**src/inc/gmb_pkg.sv**
```systemverilog
// gmb_pkg: constants shared by the rate sensor mode and band-pass filter logic.
// assumes a 10 MHz system clock; every figure below is the one the block is built around.
package gmb_pkg;

  // clock and timing figures in their own units
  localparam int unsigned CLK_HZ         = 10_000_000;
  localparam int unsigned START_TIME_MS  = 100;        // standby to settled measurement
  localparam int unsigned START_CYCLES   = START_TIME_MS * (CLK_HZ / 1000);
  localparam int unsigned DENSITY_HZ     = 144_000;    // evaluation-mode bit stream rate
  localparam int unsigned DENSITY_DIV    = CLK_HZ / DENSITY_HZ;  // rounds down
  localparam int unsigned GROUP_DELAY_US = 500;        // bound on widest low-pass setting

  // register map
  localparam logic [6:0] ADDR_RATE_X_LO    = 7'h08;
  localparam logic [6:0] ADDR_RATE_X_HI    = 7'h09;
  localparam logic [6:0] ADDR_RATE_Y_LO    = 7'h0A;
  localparam logic [6:0] ADDR_RATE_Y_HI    = 7'h0B;
  localparam logic [6:0] ADDR_POWER_CTRL   = 7'h10;
  localparam logic [6:0] ADDR_FILTER       = 7'h11;

  // power_control fields
  localparam int unsigned PWR_MEAS_BIT     = 1;
  localparam int unsigned PWR_TEMP_BIT     = 0;
  localparam logic [7:0]  PWR_WRITE_MASK   = 8'h03;
  localparam logic [7:0]  POWER_RESET      = 8'h00;

  // filter register fields
  localparam int unsigned FLT_HPF_LSB      = 4;
  localparam int unsigned FLT_LPF_LSB      = 0;
  localparam logic [7:0]  FLT_WRITE_MASK   = 8'hF7;
  localparam logic [7:0]  FILTER_RESET     = 8'h00;  // all-pass high, 480 Hz low

  // high-pass codes of note
  localparam logic [3:0]  HPF_ALL_PASS     = 4'h0;
  localparam logic [3:0]  HPF_TOP_CODE     = 4'hA;

  // serial frame
  localparam int unsigned SPI_RW_BIT       = 7;

  // filter arithmetic
  localparam int unsigned RATE_W           = 16;
  localparam int unsigned FRAC_W           = 16;
  localparam int unsigned ACC_W            = RATE_W + FRAC_W;
  localparam int unsigned HPF_SLOW_SHIFT   = 16;   // code 0001, 0.011 Hz
  localparam int unsigned HPF_TOP_SHIFT    = 6;    // code 1010, 11.30 Hz
  localparam int unsigned HPF_FAST_SHIFT   = 4;    // used while settling after start

  typedef enum logic [1:0] {
    GMB_ST_STANDBY,
    GMB_ST_SETTLE,
    GMB_ST_MEASURE
  } gmb_state_t;

endpackage

```
**src/inc/gmb_cfg_if.sv**
```systemverilog
// gmb_cfg_if: filter configuration carried from the control logic to each axis channel.
// assumes both ends run on the same clock.
`timescale 1ns/10ps
`default_nettype none
interface gmb_cfg_if;
  logic [2:0] lpf_code;
  logic [3:0] hpf_code;
  logic       bypass;    // evaluation mode: raw rate straight through
  logic       fast;      // start-up settling: quick offset tracking
  logic       clear;     // drop the held offset estimate

  modport ctrl (output lpf_code, output hpf_code, output bypass, output fast, output clear);
  modport chan (input lpf_code, input hpf_code, input bypass, input fast, input clear);
endinterface
`default_nettype wire

```
**src/rtl/gmb_top.sv**
```systemverilog
// gmb_top: mode control, serial register port and rate filtering of a dual-axis rate sensor.
// assumes raw rate samples from a converter on clk_i and a mode-3 serial master on the pins.
//
// How it works
// RL1: writing bit 1 of register 0x10 moves the device into measurement.
// RL2: clearing that bit returns the device to low-power standby.
// RL3: after reset the device sits in standby awaiting a command.
// RL4: in standby a serial command reaches one register only; no bursts.
// RL5: standby freezes the rate output registers.
// RL6: measurement start settles offsets within the start-up time.
// RL7: filter resets to all-pass high-pass and 480 Hz low-pass.
// RL8: low-pass code bits 2:0 pick a pole from 480 down to 20 Hz.
// RL9: high-pass code bits 7:4 pick all-pass, doubling poles, or 11.30 Hz.
// RL10: high-pass stage tracks the offset and subtracts it.
// RL11: changing the high-pass code keeps the offset estimate.
// RL12: leaving measurement drops the held offset estimate.
// RL13: evaluation mode emits each axis as a 144 kHz density stream.
// RL14: evaluation mode bypasses the band-pass filter.
// RL15: evaluation mode stays active and ignores standby requests.
// RL16: registers stay reachable in evaluation mode; streams need no traffic.
// RL17: widest low-pass setting keeps group delay under half a millisecond.
// RL18: both pole selections are writable through the serial port.
// RL19: host must not write reserved high-pass codes 1011 to 1111.
// RL20: new filter codes act at once without a mode change.
`timescale 1ns/10ps
`default_nettype none
module gmb_top #(
  parameter int unsigned START_CYCLES = gmb_pkg::START_CYCLES
) (
  input  wire logic               clk_i,
  input  wire logic               arst_n_i,
  input  wire logic               spi_cs_n_i,
  input  wire logic               spi_sclk_i,
  input  wire logic               spi_mosi_i,
  output logic                    spi_miso_o,
  output logic                    spi_miso_oe_o,
  input  wire logic               analog_sel_i,
  input  wire logic               sample_valid_i,
  input  wire logic signed [15:0] rate_x_i,
  input  wire logic signed [15:0] rate_y_i,
  output logic                    x_axis_density_out_o,
  output logic                    y_axis_density_out_o,
  output logic                    pump_output_o,
  output logic                    measuring_o
);

  // ---------------------------------------------------------------
  // pin synchronisers: two flops each before anything looks at them
  logic [1:0] cs_n_sync_q;
  logic [1:0] sclk_sync_q;
  logic [1:0] mosi_sync_q;
  logic [1:0] asel_sync_q;
  logic       sclk_prev_q;

  always_ff @(posedge clk_i or negedge arst_n_i) begin
    if (!arst_n_i) begin
      cs_n_sync_q <= 2'h3;
      sclk_sync_q <= 2'h3;
      mosi_sync_q <= 2'h0;
      asel_sync_q <= 2'h0;
      sclk_prev_q <= 1'b1;
    end else begin
      cs_n_sync_q <= {cs_n_sync_q[0], spi_cs_n_i};
      sclk_sync_q <= {sclk_sync_q[0], spi_sclk_i};
      mosi_sync_q <= {mosi_sync_q[0], spi_mosi_i};
      asel_sync_q <= {asel_sync_q[0], analog_sel_i};
      sclk_prev_q <= sclk_sync_q[1];
    end
  end

  logic cs_act;
  logic sclk_rise;
  logic sclk_fall;
  logic analog_mode;

  assign cs_act      = ~cs_n_sync_q[1];
  assign sclk_rise   = cs_act & sclk_sync_q[1] & ~sclk_prev_q;
  assign sclk_fall   = cs_act & ~sclk_sync_q[1] & sclk_prev_q;
  assign analog_mode = asel_sync_q[1];

  // ---------------------------------------------------------------
  // register state
  logic [7:0]          power_q;
  logic [7:0]          filter_q;
  logic signed [15:0]  data_x_q;
  logic signed [15:0]  data_y_q;
  gmb_pkg::gmb_state_t state_q;
  gmb_pkg::gmb_state_t state_d;

  function automatic logic [7:0] read_reg(input logic [6:0] addr);
    case (addr)
      gmb_pkg::ADDR_RATE_X_LO:  read_reg = data_x_q[7:0];
      gmb_pkg::ADDR_RATE_X_HI:  read_reg = data_x_q[15:8];
      gmb_pkg::ADDR_RATE_Y_LO:  read_reg = data_y_q[7:0];
      gmb_pkg::ADDR_RATE_Y_HI:  read_reg = data_y_q[15:8];
      gmb_pkg::ADDR_POWER_CTRL: read_reg = power_q;
      gmb_pkg::ADDR_FILTER:     read_reg = filter_q;
      default:                  read_reg = 8'h00;  // unmapped reads as zero
    endcase
  endfunction

  // ---------------------------------------------------------------
  // serial slave, clock idle high: sample on rising, shift out on falling
  logic [2:0] bit_cnt_q;
  logic [7:0] shift_in_q;
  logic [7:0] tx_q;
  logic       hdr_done_q;
  logic       rw_q;
  logic [6:0] addr_q;
  logic       burst_lock_q;   // set once a standby command has used its one register
  logic       miso_q;
  logic       wr_en_q;
  logic [6:0] wr_addr_q;
  logic [7:0] wr_data_q;
  logic [7:0] rx_byte;
  logic       standby;

  assign rx_byte = {shift_in_q[6:0], mosi_sync_q[1]};
  assign standby = (state_q == gmb_pkg::GMB_ST_STANDBY);

  always_ff @(posedge clk_i or negedge arst_n_i) begin
    if (!arst_n_i) begin
      bit_cnt_q    <= 3'h0;
      shift_in_q   <= 8'h00;
      tx_q         <= 8'h00;
      hdr_done_q   <= 1'b0;
      rw_q         <= 1'b0;
      addr_q       <= 7'h00;
      burst_lock_q <= 1'b0;
      miso_q       <= 1'b0;
      wr_en_q      <= 1'b0;
      wr_addr_q    <= 7'h00;
      wr_data_q    <= 8'h00;
    end else begin
      wr_en_q <= 1'b0;
      if (!cs_act) begin
        // frame over: the next frame starts with a fresh command byte
        bit_cnt_q    <= 3'h0;
        hdr_done_q   <= 1'b0;
        burst_lock_q <= 1'b0;
        tx_q         <= 8'h00;
      end else if (sclk_rise) begin
        shift_in_q <= rx_byte;
        bit_cnt_q  <= bit_cnt_q + 3'h1;
        if (bit_cnt_q == 3'h7) begin
          if (!hdr_done_q) begin
            hdr_done_q <= 1'b1;
            rw_q       <= rx_byte[gmb_pkg::SPI_RW_BIT];
            addr_q     <= rx_byte[6:0];
            tx_q       <= rx_byte[gmb_pkg::SPI_RW_BIT] ? read_reg(rx_byte[6:0]) : 8'h00;
          end else if (!burst_lock_q) begin
            wr_en_q   <= ~rw_q; // RL18
            wr_addr_q <= addr_q;
            wr_data_q <= rx_byte;
            // standby allows one register per command; further bytes are ignored
            if (standby) begin
              burst_lock_q <= 1'b1; // RL4
              tx_q         <= 8'h00;
            end else begin
              addr_q <= addr_q + 7'h01;
              tx_q   <= rw_q ? read_reg(addr_q + 7'h01) : 8'h00; // RL16
            end
          end else begin
            tx_q <= 8'h00;
          end
        end
      end else if (sclk_fall) begin
        miso_q <= tx_q[7];
        tx_q   <= {tx_q[6:0], 1'b0};
      end
    end
  end

  assign spi_miso_o    = miso_q;
  assign spi_miso_oe_o = cs_act;

  // ---------------------------------------------------------------
  // software registers; reserved bits stay zero
  always_ff @(posedge clk_i or negedge arst_n_i) begin
    if (!arst_n_i) begin
      power_q  <= gmb_pkg::POWER_RESET;
      filter_q <= gmb_pkg::FILTER_RESET; // RL7
    end else if (wr_en_q) begin
      if (wr_addr_q == gmb_pkg::ADDR_POWER_CTRL)
        power_q <= wr_data_q & gmb_pkg::PWR_WRITE_MASK; // RL1 RL2
      if (wr_addr_q == gmb_pkg::ADDR_FILTER)
        filter_q <= wr_data_q & gmb_pkg::FLT_WRITE_MASK; // RL20
    end
  end

  // ---------------------------------------------------------------
  // mode state machine
  logic        meas_req;
  logic [19:0] settle_cnt_q;
  logic        settle_done;

  assign meas_req    = power_q[gmb_pkg::PWR_MEAS_BIT];
  assign settle_done = (32'(settle_cnt_q) >= START_CYCLES - 1);

  always_comb begin
    state_d = state_q;
    case (state_q)
      gmb_pkg::GMB_ST_STANDBY: begin
        if (meas_req || analog_mode)
          state_d = gmb_pkg::GMB_ST_SETTLE; // RL1
      end
      gmb_pkg::GMB_ST_SETTLE: begin
        if (!meas_req && !analog_mode)
          state_d = gmb_pkg::GMB_ST_STANDBY;
        else if (settle_done)
          state_d = gmb_pkg::GMB_ST_MEASURE; // RL6
      end
      gmb_pkg::GMB_ST_MEASURE: begin
        // evaluation mode holds the device awake whatever the enable bit says
        if (!meas_req && !analog_mode)
          state_d = gmb_pkg::GMB_ST_STANDBY; // RL2 RL15
      end
      default: state_d = gmb_pkg::GMB_ST_STANDBY;
    endcase
  end

  always_ff @(posedge clk_i or negedge arst_n_i) begin
    if (!arst_n_i)
      state_q <= gmb_pkg::GMB_ST_STANDBY; // RL3
    else
      state_q <= state_d;
  end

  // start-up timer; counts only while settling
  always_ff @(posedge clk_i or negedge arst_n_i) begin
    if (!arst_n_i)
      settle_cnt_q <= 20'h00000;
    else if (state_q != gmb_pkg::GMB_ST_SETTLE)
      settle_cnt_q <= 20'h00000;
    else if (!settle_done)
      settle_cnt_q <= settle_cnt_q + 20'h00001;
  end

  assign measuring_o   = (state_q == gmb_pkg::GMB_ST_MEASURE);
  assign pump_output_o = ~standby;

  // ---------------------------------------------------------------
  // filter channels
  gmb_cfg_if cfg_bus ();
  logic               out_valid_x;
  logic               out_valid_y;
  logic signed [15:0] out_x;
  logic signed [15:0] out_y;
  logic               chan_valid;

  assign cfg_bus.lpf_code = filter_q[gmb_pkg::FLT_LPF_LSB +: 3];
  assign cfg_bus.hpf_code = filter_q[gmb_pkg::FLT_HPF_LSB +: 4];
  assign cfg_bus.bypass   = analog_mode; // RL14
  assign cfg_bus.fast     = (state_q == gmb_pkg::GMB_ST_SETTLE); // RL6
  // estimate is wiped when measurement ends and held clear through standby
  assign cfg_bus.clear    = standby; // RL12
  assign chan_valid       = sample_valid_i & ~standby;

  gmb_axis_chan u_chan_x (
    .clk_i       (clk_i),
    .arst_n_i    (arst_n_i),
    .cfg         (cfg_bus.chan),
    .in_valid_i  (chan_valid),
    .in_i        (rate_x_i),
    .out_valid_o (out_valid_x),
    .out_o       (out_x)
  );

  gmb_axis_chan u_chan_y (
    .clk_i       (clk_i),
    .arst_n_i    (arst_n_i),
    .cfg         (cfg_bus.chan),
    .in_valid_i  (chan_valid),
    .in_i        (rate_y_i),
    .out_valid_o (out_valid_y),
    .out_o       (out_y)
  );

  // rate registers only move while awake
  always_ff @(posedge clk_i or negedge arst_n_i) begin
    if (!arst_n_i) begin
      data_x_q <= 16'sh0000;
      data_y_q <= 16'sh0000;
    end else if (!standby) begin
      if (out_valid_x)
        data_x_q <= out_x; // RL5
      if (out_valid_y)
        data_y_q <= out_y;
    end
  end

  // ---------------------------------------------------------------
  // evaluation-mode density streams, first-order modulators at a 144 kHz tick
  logic [6:0] tick_cnt_q;
  logic       tick;

  assign tick = (tick_cnt_q == 7'(gmb_pkg::DENSITY_DIV - 1));

  always_ff @(posedge clk_i or negedge arst_n_i) begin
    if (!arst_n_i)
      tick_cnt_q <= 7'h00;
    else if (!analog_mode || tick)
      tick_cnt_q <= 7'h00;
    else
      tick_cnt_q <= tick_cnt_q + 7'h01; // RL13
  end

  logic [1:0] density_bit;
  logic signed [15:0] ax_rate [2];

  assign ax_rate[0] = data_x_q;
  assign ax_rate[1] = data_y_q;

  for (genvar a = 0; a < 2; a++) begin : g_density
    logic [15:0] acc_q;
    logic [16:0] sum;
    logic        bit_q;

    // offset-binary input: mid-scale gives a 50 percent density
    assign sum = {1'b0, acc_q} + {1'b0, ax_rate[a] ^ 16'h8000};

    always_ff @(posedge clk_i or negedge arst_n_i) begin
      if (!arst_n_i) begin
        acc_q <= 16'h0000;
        bit_q <= 1'b0;
      end else if (!analog_mode) begin
        acc_q <= 16'h0000;
        bit_q <= 1'b0;
      end else if (tick) begin
        acc_q <= sum[15:0];
        bit_q <= sum[16]; // RL13
      end
    end

    assign density_bit[a] = bit_q;
  end

  assign x_axis_density_out_o = density_bit[0];
  assign y_axis_density_out_o = density_bit[1];

endmodule
`default_nettype wire

```
**src/rtl/gmb_axis_chan.sv**
```systemverilog
// gmb_axis_chan: one axis of the single-pole band-pass rate filter.
// assumes samples arrive as one-cycle strobes on the system clock.
`timescale 1ns/10ps
`default_nettype none
module gmb_axis_chan (
  input  wire logic                        clk_i,
  input  wire logic                        arst_n_i,
  gmb_cfg_if.chan                          cfg,
  input  wire logic                        in_valid_i,
  input  wire logic signed [15:0]          in_i,
  output logic                             out_valid_o,
  output logic signed [15:0]               out_o
);

  // low-pass pole: each code step roughly halves the corner, code 0 passes straight
  function automatic int unsigned lpf_shift(input logic [2:0] code);
    lpf_shift = int'(code);
  endfunction

  // high-pass pole: doubling codes step the shift by one; reserved codes act as the top code
  function automatic int unsigned hpf_shift(input logic [3:0] code);
    if (code >= gmb_pkg::HPF_TOP_CODE)
      hpf_shift = gmb_pkg::HPF_TOP_SHIFT;
    else
      hpf_shift = gmb_pkg::HPF_SLOW_SHIFT + 1 - int'(code);
  endfunction

  function automatic logic signed [15:0] sat16(input logic signed [17:0] v);
    if (v > 18'sh07FFF)
      sat16 = 16'sh7FFF;
    else if (v < -18'sh08000)
      sat16 = -16'sh8000;
    else
      sat16 = v[15:0];
  endfunction

  logic signed [31:0] est_q;   // offset estimate, 16.16 fixed point
  logic signed [31:0] lp_q;    // low-pass state, 16.16 fixed point
  logic signed [31:0] in_fx;
  logic signed [31:0] hp_fx;
  logic signed [15:0] hp_val;
  logic signed [31:0] lp_next;
  logic               hpf_on;

  assign in_fx  = {in_i, 16'h0000};
  assign hpf_on = (cfg.hpf_code != gmb_pkg::HPF_ALL_PASS) || cfg.fast;
  // subtract the running offset estimate; all-pass leaves it parked, not discarded
  assign hp_val = hpf_on ? sat16(18'(in_i) - 18'($signed(est_q[31:16]))) : in_i; // RL10
  assign hp_fx  = {hp_val, 16'h0000};
  assign lp_next = lp_q + ((hp_fx - lp_q) >>> lpf_shift(cfg.lpf_code)); // RL8

  // offset tracker; a code change only alters the step, so the estimate carries over
  always_ff @(posedge clk_i or negedge arst_n_i) begin
    if (!arst_n_i) begin
      est_q <= 32'sh0000_0000;
    end else if (cfg.clear) begin
      est_q <= 32'sh0000_0000; // RL12
    end else if (in_valid_i && hpf_on && !cfg.bypass) begin
      if (cfg.fast)
        est_q <= est_q + ((in_fx - est_q) >>> gmb_pkg::HPF_FAST_SHIFT);
      else
        est_q <= est_q + ((in_fx - est_q) >>> hpf_shift(cfg.hpf_code)); // RL9 RL11 RL20
    end
  end

  // low-pass stage; code 0 gives one clock of latency, keeping delay well inside the bound
  always_ff @(posedge clk_i or negedge arst_n_i) begin
    if (!arst_n_i) begin
      lp_q <= 32'sh0000_0000;
    end else if (cfg.clear) begin
      lp_q <= 32'sh0000_0000;
    end else if (in_valid_i) begin
      lp_q <= cfg.bypass ? in_fx : lp_next; // RL17
    end
  end

  // registered result
  always_ff @(posedge clk_i or negedge arst_n_i) begin
    if (!arst_n_i) begin
      out_valid_o <= 1'b0;
      out_o       <= 16'sh0000;
    end else begin
      out_valid_o <= in_valid_i;
      if (in_valid_i)
        out_o <= cfg.bypass ? in_i : lp_next[31:16]; // RL14
    end
  end

endmodule
`default_nettype wire

```
**config.mk**
```make
export PLATFORM = sky130hd
export DESIGN_NAME = gmb_top
export DESIGN_NICKNAME = d
export VERILOG_FILES = /design/src/inc/gmb_pkg.sv /design/src/inc/gmb_cfg_if.sv /design/src/rtl/gmb_top.sv /design/src/rtl/gmb_axis_chan.sv
export SDC_FILE = /design/constraint.sdc
export NUM_CORES = 2
export LEC_CHECK = 0
export BUFFER_PORTS_ARGS = -buffer_cell sky130_fd_sc_hd__buf_2
export CAP_MARGIN = 0
export CELL_PAD_IN_SITES_DETAIL_PLACEMENT = 0
export CELL_PAD_IN_SITES_GLOBAL_PLACEMENT = 1
export CORE_MARGIN = 5
export CORE_UTILIZATION = 40
export DETAILED_ROUTE_END_ITERATION = 10
export HOLD_SLACK_MARGIN = 0.05
export PLACE_DENSITY_LB_ADDON = 0.1
export SLEW_MARGIN = 20
export SYNTH_ARGS = -nofsm -noshare
export SYNTH_HDL_FRONTEND = slang
export SYNTH_SLANG_ARGS = --single-unit
export TNS_END_PERCENT = 5
```
**constraint.sdc**
```tcl
create_clock -name clk_i -period 18.4 [get_ports clk_i]
set_clock_uncertainty 0.15 [all_clocks]
set_input_delay 0.92 -clock clk_i [delete_from_list [all_inputs] [get_ports clk_i]]
set_output_delay 0.92 -clock clk_i [all_outputs]
set_load 0.005 [all_outputs]
```
==> Word level (Yosys, flattened, before mapping) <==
Cells that the tools add are included.
W data, S select, Z words.
{ "word_totals": {"in_bits": 39, "output_inout_bits": 6, "reg_bits": 319, "elab_cells": 203} }
{ "classes": {"mux": 70, "shifts": 4, "reduce_logical": 28, "addsub": 19, "magnitude_cmp": 6, "bitwise": 15, "n_eq_ne": 27} }
{ "op_table": {"columns": ["cell", "n"], "rows": [
  ["$mux W32", 16],
  ["$mux W16", 12],
  ["$add A32 B32 Y32", 4],
  ["$sub A32 B32 Y32", 4],
  ["$pmux W8 S6", 2],
  ["$mux W8", 9],
  ["$add A32 B28 Y32", 2],
  ["$sshr A32 B3 Y32", 2],
  ["$sshr A32 B32 Y32", 2],
  ["$eq A7 B4 Y1 const B", 8],
  ["$eq A7 B5 Y1 const B", 6],
  ["$mux W20", 2],
  ["$gt A18 B16 Y1 const B", 2],
  ["$lt A18 B16 Y1 const B", 2],
  ["$add A16 B16 Y17", 2],
  ["$sub A16 B16 Y17", 2],
  ["$mux W7", 4],
  ["$add A20 B1 Y20 const B", 1],
  ["$ge A20 B20 Y1 const B", 1],
  ["$mux W1", 18],
  ["$add A7 B1 Y7 const B", 2],
  ["$reduce_and A2 Y1", 6],
  ["$ne A2 B1 Y1 const B", 5],
  ["$not A1 Y1", 10],
  ["other kinds (24)", 45]
]} }

==> Logic depth before layout (Yosys ltp) <==
{ "depth": {"depth_word": 12, "mapped_depth": 35, "mapped_depth_nobuf": 34} }

==> Modules after synthesis <==
From an unflattened synthesis, not the netlist that was laid out.
{ "unflattened": {"hier_cells": 4537, "area_unflattened_um2": 35132.4} }
{ "modules_own_cells": {"columns": ["module", "area_per_inst_um2", "instances", "cells_per_inst", "seq_area_each_um2"], "rows": [
  ["gmb_axis_chan at u_chan_x", 13202.7, 1, 1816, 2026.9],
  ["gmb_axis_chan at u_chan_y", 13192.7, 1, 1851, 2026.9],
  ["gmb_top", 8737.1, 1, 870, 3935.0]
]} }

==> Worst setup path before layout <==
Ideal clock, no wire load.
{ "synth_path": {"path_kind": "input -> register", "startpoint": "input rate_y_i[10]", "endpoint": "register u_chan_y.lp_q[28]", "path_slack_ns": 10.198, "path_stages": 30, "setup_time_ns": 0.094, "required_time_ns": 18.156, "path_buffers": 2, "t_arrival_ns": 7.958, "path_cell_list": "ha_1 > clkbuf_1 > a21o_1 > o21bai_1 > a2111oi_0 > o22ai_1 > xnor2_1 > nor2_1 > clkbuf_1 > a211oi_1 > a21oi_1 > ha_1 > or3b_2 > nor4_2 > a311oi_1 > o21bai_1 > a21oi_1 > xnor2_1 > mux2i_1 > mux2i_1 > mux2_2 > ha_1 > a21boi_0 > o21ai_0 > a31oi_1 > o41ai_1 > o21ai_0 > and3_1 > o41a_1 > a211oi_1"} }
{ "synth_via": {"elab_chain_len": 11, "elab_cells_between_ends": 12, "cone_classes": "3 x add/sub; 2 x order compare; 1 x shift; 6 x mux"} }
{ "synth_lines": {"columns": ["item", "line", "text"], "rows": [
  ["from (decl)", "gmb_top.sv:40", "input wire logic signed [15:0] rate_y_i,"],
  ["$sub A16 B16 Y17", "gmb_axis_chan.sv:48", "assign hp_val = hpf_on ? sat16(18'(in_i) - 18'($signed(est_q[31:16]))) : in_i;"],
  ["$lt A18 B16 Y1", "gmb_axis_chan.sv:31", "else if (v < -18'sh08000)"],
  ["$mux W16", "gmb_axis_chan.sv:31", null],
  ["$mux W16", "gmb_axis_chan.sv:29", "if (v > 18'sh07FFF)"],
  ["$mux W16 (*)", "gmb_axis_chan.sv:48", null],
  ["$sub A32 B32 Y32 (*)", "gmb_axis_chan.sv:50", "assign lp_next = lp_q + ((hp_fx - lp_q) >>> lpf_shift(cfg.lpf_code));"],
  ["$sshr A32 B3 Y32 (*)", "gmb_axis_chan.sv:50", null],
  ["$add A32 B32 Y32 (*)", "gmb_axis_chan.sv:50", null],
  ["$mux W32 (*)", "gmb_axis_chan.sv:73", "lp_q <= cfg.bypass ? in_fx : lp_next;"],
  ["$mux W32 (*)", "gmb_axis_chan.sv:72", "end else if (in_valid_i) begin"],
  ["$mux W32 (*)", "gmb_axis_chan.sv:70", "end else if (cfg.clear) begin"],
  ["to (signal assigned)", "gmb_axis_chan.sv:73", null],
  ["to (decl)", "gmb_axis_chan.sv:38", "logic signed [31:0] lp_q;"]
]} }
Every way passes the cells marked *; elsewhere a longest branch is shown, timed or not. The select of a mux whose other input is x is not followed.
A chain may end at the register's enable or synchronous reset.

==> Worst setup path after layout <==
{ "layout_path": {"startpoint": "register u_chan_y.est_q[24]", "endpoint": "register u_chan_y.lp_q[28]"} }
{ "layout_via": {"elab_chain_len": 11, "elab_cells_between_ends": 12, "cone_classes": "3 x add/sub; 2 x order compare; 1 x shift; 6 x mux"} }
{ "layout_lines": {"columns": ["item", "line", "text"], "rows": [
  ["from (decl)", "gmb_axis_chan.sv:37", "logic signed [31:0] est_q;"],
  ["from (signal assigned)", "gmb_axis_chan.sv:60", "est_q <= est_q + ((in_fx - est_q) >>> gmb_pkg::HPF_FAST_SHIFT);"],
  ["from (signal assigned)", "gmb_axis_chan.sv:62", "est_q <= est_q + ((in_fx - est_q) >>> hpf_shift(cfg.hpf_code));"],
  ["$sub A16 B16 Y17 (*)", "gmb_axis_chan.sv:48", null],
  ["$lt A18 B16 Y1", "gmb_axis_chan.sv:31", null],
  ["$mux W16", "gmb_axis_chan.sv:31", null],
  ["$mux W16 (*)", "gmb_axis_chan.sv:29", null],
  ["$mux W16 (*)", "gmb_axis_chan.sv:48", null],
  ["$sub A32 B32 Y32 (*)", "gmb_axis_chan.sv:50", null],
  ["$sshr A32 B3 Y32 (*)", "gmb_axis_chan.sv:50", null],
  ["$add A32 B32 Y32 (*)", "gmb_axis_chan.sv:50", null],
  ["$mux W32 (*)", "gmb_axis_chan.sv:73", null],
  ["$mux W32 (*)", "gmb_axis_chan.sv:72", null],
  ["$mux W32 (*)", "gmb_axis_chan.sv:70", null]
]} }
Marked as above.

==> summary.txt <==
Status
  – Status: complete, no violations

Cells and area
  – Fraction of layout cells with a size suffix above 1: 8.806%
  – Fin nets: 4468
  – Fillers: 8677
  – Area delta synth->final: 7.696%

Critical path
  – R2r setup slk: 9.43 ns
  – Critical Path RT: 18.77 ns
  – Critical-path maximum fanout: 11
  – Worst path max stage delay: 0.87 ns
  – CP Buf/Inv Count: 1
  – Critical R2R Launch: u_chan_y.est_q[24]
  – Critical Path AT: 9.34 ns
  – Top delay family on crit path: compound AO/OA/AOI/OAI gates
  – Crit path capture type: flip-flop
  – Launch point of the critical path: u_chan_y.est_q[24]
  – Critical R2R Capture: u_chan_y.lp_q[28]
  – CP Class: flip-flop to flip-flop
  – CP max stage cell: a2111oi_0
  – R2R depth: 29
  – Setup crit start kind: flip-flop

Run
  – Max-cap violations: 0

Yosys
  – Yosys warns: 0
  – #FFs+latches synth: 318
  – Post-synthesis async set-or-reset flop share: 100.0%
  – Number of synthesized flops with an enable pin: 0
  – Avg Cell Area, Syn: 7.785 um^2
  – Post-Synthesis Cells: 4300
  – Distinct cell type count after synthesis: 104
  – Sequential fraction of the synthesis area: 23.79%
  – Top_reg_cell synth: dfrtp_1
  – Syn nets: 4590
  – Cell area after synthesis: 33470 um^2

STA
  – Slew Viols, Final: 0
  – Slew HR: 33.45%
  – Crit share post-route: 48.75%
  – Minimum clock period: 8.971 ns
  – RSZ-0062 raised after global routing: no
  – Sum Neg Setup Slack: 0 ns
  – Final hold vios: 0
  – Final setup fails: 0
  – PnR worst setup slack: 9.429 ns
  – Worst slew pin tran: 0.9946 ns
  – Fmax: 0.1115 GHz

Global routing
  – Antenna violations before repair: 6
  – Largest net degree at the start of global routing: 127
  – Total grt overflow: 0
  – Most used routing layer: met2
  – Via count of the first global-routing pass: 30400
  – M2 GR Usage: 40.04%
  – Met1 usage in global routing: 35.10%
  – First-pass GRT wire length: 180500 um
  – Overall routing resource usage: 25.06%
  – Routing usage on met3: 2.817%

Clock network
  – Clock sink total: 318
  – H-tree Lvls: 2
  – CTS resizes: 0
  – Clk slew on worst S/H paths: 0.06 ns
  – CTS buffer count: 43
  – Clock root buffer master: clkbuf_16
  – Post CTS Setup Buffer Count: 0
  – Clock Path Buffers: 3
  – Clk Latency, worst-skew pair: 0.61 ns
  – Hold-fix buffers, CTS: 0
  – CTS tree: built

Die
  – Chip Width: 299.3 um
  – Core Region: 83290 um^2
  – # rows: 106
  – Full die area: 89570 um^2
  – DIE HEIGHT: 299.3 um
  – Initial Utilization: 40.19%
  – # IOs: 45

Route
  – Total Routed Length: 115500 um
  – 1st-pass router iterations: 6
  – Routed Antenna Nets: 0
  – Via count: 31690
  – DRC errors left: 0
  – Drt via density: 5.983
  – Iter 0 DRT Violations: 2313
  – Routed len/inst: 21.81 um

Pwr
  – Power per cell area: 122.8 nW/um^2
  – Leakage power total: 15.96 nW
  – Max VDD drop: 75.49 uV

Worst hold path
  – Hold Crit Class: input pin to asynchronous set/reset pin

Place
  – Pre-CTS setup slack: 8.942 ns
  – RePlAce Congestion: 0.9165
  – Dpl hpwl: 87100 um
  – Port buffer count: 44
-- sequential cells by signal (all words and copies together), names as in the netlist, 8 cells and up --
register and flops:
tx_q 8, u_chan_y.lp_q 32, u_chan_x.lp_q 32, u_chan_y.est_q 32, settle_cnt_q 20, g_density.acc_q 32, data_y_q 16, u_chan_y.out_o 16
u_chan_x.est_q 32, data_x_q 16, u_chan_x.out_o 16
-- worst register-to-register path: cells and delay by family (launching register included) --
kind / cells / cell delay, ns
AO/OA/AOI/OAI: 16 / 4.46
XOR/XNOR: 2 / 0.59
adder cells (fa/ha/maj): 3 / 1.16
buffers and inverters: 1 / 0.08
flip-flops: 1 / 0.42
multiplexers: 3 / 0.62
AND/OR/NAND/NOR: 4 / 1.44
-- layer usage --
layer / vias to the layer above / part of all wire, %
met5: - / 0
li1: 15590 / -
met2: 760 / 45
met3: 202 / 4.3
met4: 0 / 4.1
met1: 15140 / 47
-- worst max-delay path by stage --
stage                         to  slack, ns  depth (start not counted)
6_report       u_chan_y.lp_q[28]       9.43                         29
5_1_grt        u_chan_y.lp_q[28]       8.71                         29
4_1_cts        u_chan_y.lp_q[28]       9.52                         29
3_5_place_dp   u_chan_y.lp_q[28]       8.94                         29
3_3_place_gp   u_chan_y.lp_q[28]       9.08                         29
2_1_floorplan  u_chan_y.lp_q[28]      10.20                         30
-- final cells by class --
| class | count | area (um^2) | area share (%) |
|---|---|---|---|
| inverter | 164 | 615.6 | 1.708 |
| clock inverter | 17 | 232.7 | 0.6455 |
| timing repair buffer | 94 | 618.1 | 1.715 |
| tap | 1080 | 1351 | 3.748 |
| clock buffer | 63 | 1251 | 3.471 |
| sequential | 318 | 7971 | 22.11 |
| multi-input combinational | 3557 | 24000 | 66.57 |
| antenna | 4 | 10.01 | 0.02777 |
-- cells by family after synthesis --
group | synth area share (%)
adders and majority gates | 9.711
DFF | 23.79
AOI/OAI and AO/OA | 27.70
muxes | 7.920
xor gates and xnor gates | 7.416
buffers and inverters | 4.796
and+or+nand+nor | 18.67
-- synth_stat cells (22+ instances only) --
cell type	number	area, um^2
nor2b_1	29	181.4
nand4_1	31	193.9
o21ai_0	378	1892
a211o_1	22	192.7
buf_1	41	153.9
ha_1	243	3040
a21o_1	89	668.1
a22oi_1	31	232.7
and2_1	44	275.3
and3_1	34	212.7
nor2_1	350	1314
mux2i_1	131	1311
o221ai_1	30	262.8
nand3_1	149	745.7
inv_1	161	604.3
o21a_1	41	307.8
nand2_1	459	1723
or3_1	28	175.2
a21oi_1	326	1632
a21boi_0	24	180.2
o21bai_1	28	210.2
o31ai_1	31	232.7
nor3_1	91	455.4
o211ai_1	67	503.0
xor2_1	123	1077
nand2b_1	38	237.7
dfrtp_1	313	7833
a211oi_1	54	405.4
o22ai_1	34	212.7
a31oi_1	66	412.9
clkbuf_1	217	814.5
mux2_2	109	1227
xnor2_1	151	1323
-- metrics by stage --
stage | instance area, um^2 | instances | hold WS (ns) | total power [mW] | utilization (%)
after CTS | 36030 | 5293 | 0.1019 | 4.439 | 43.26
after global routing | 36050 | 5295 | 0.1439 | 4.785 | 43.28
after detailed placement | 34550 | 5213 | 0.1871 | 3.517 | 41.48
after floorplan | 33470 | 4300 | 0.1812 | 2.851 | -
final | 36050 | 5297 | 0.09127 | 4.428 | 43.28
after global placement | 34540 | 5213 | 0.1822 | 3.529 | 41.47
-- cells in the final DEF, fill, tap and decap left out, types with 21 or more instances in the layout --
cell type and instances:
or3_1 28, a22o_1 21, mux2_2 109, nor3_1 89, inv_1 159, a22oi_1 31
dfrtp_1 309, o21a_1 41, a21boi_0 24, o22ai_1 34, xor2_1 123, nand4_1 31
a31oi_1 66, nand2_1 457, nand2b_1 37, nor2_1 342, nand3_1 149, o21ai_0 377
o211ai_1 67, a211oi_1 53, and2_1 44, a211o_1 22, clkbuf_16 43, buf_2 43
mux2i_1 131, ha_1 243, o31ai_1 31, a221oi_1 21, buf_4 49, a21oi_1 325
xnor2_1 151, a21o_1 89, o221ai_1 30, and3_1 34, o21bai_1 28, nor2b_1 28
-- where the power goes --
part / total (mW) / internal, mW / leakage, nW / switching [mW]
Sequential: 0.989 / 0.809 / 4.24 / 0.180
Combinational: 2.55 / 1.04 / 11.0 / 1.51
Clock: 0.890 / 0.521 / 0.727 / 0.369
Total: 4.43 / 2.37 / 16.0 / 2.06
Power figures use the tool's default switching activity.
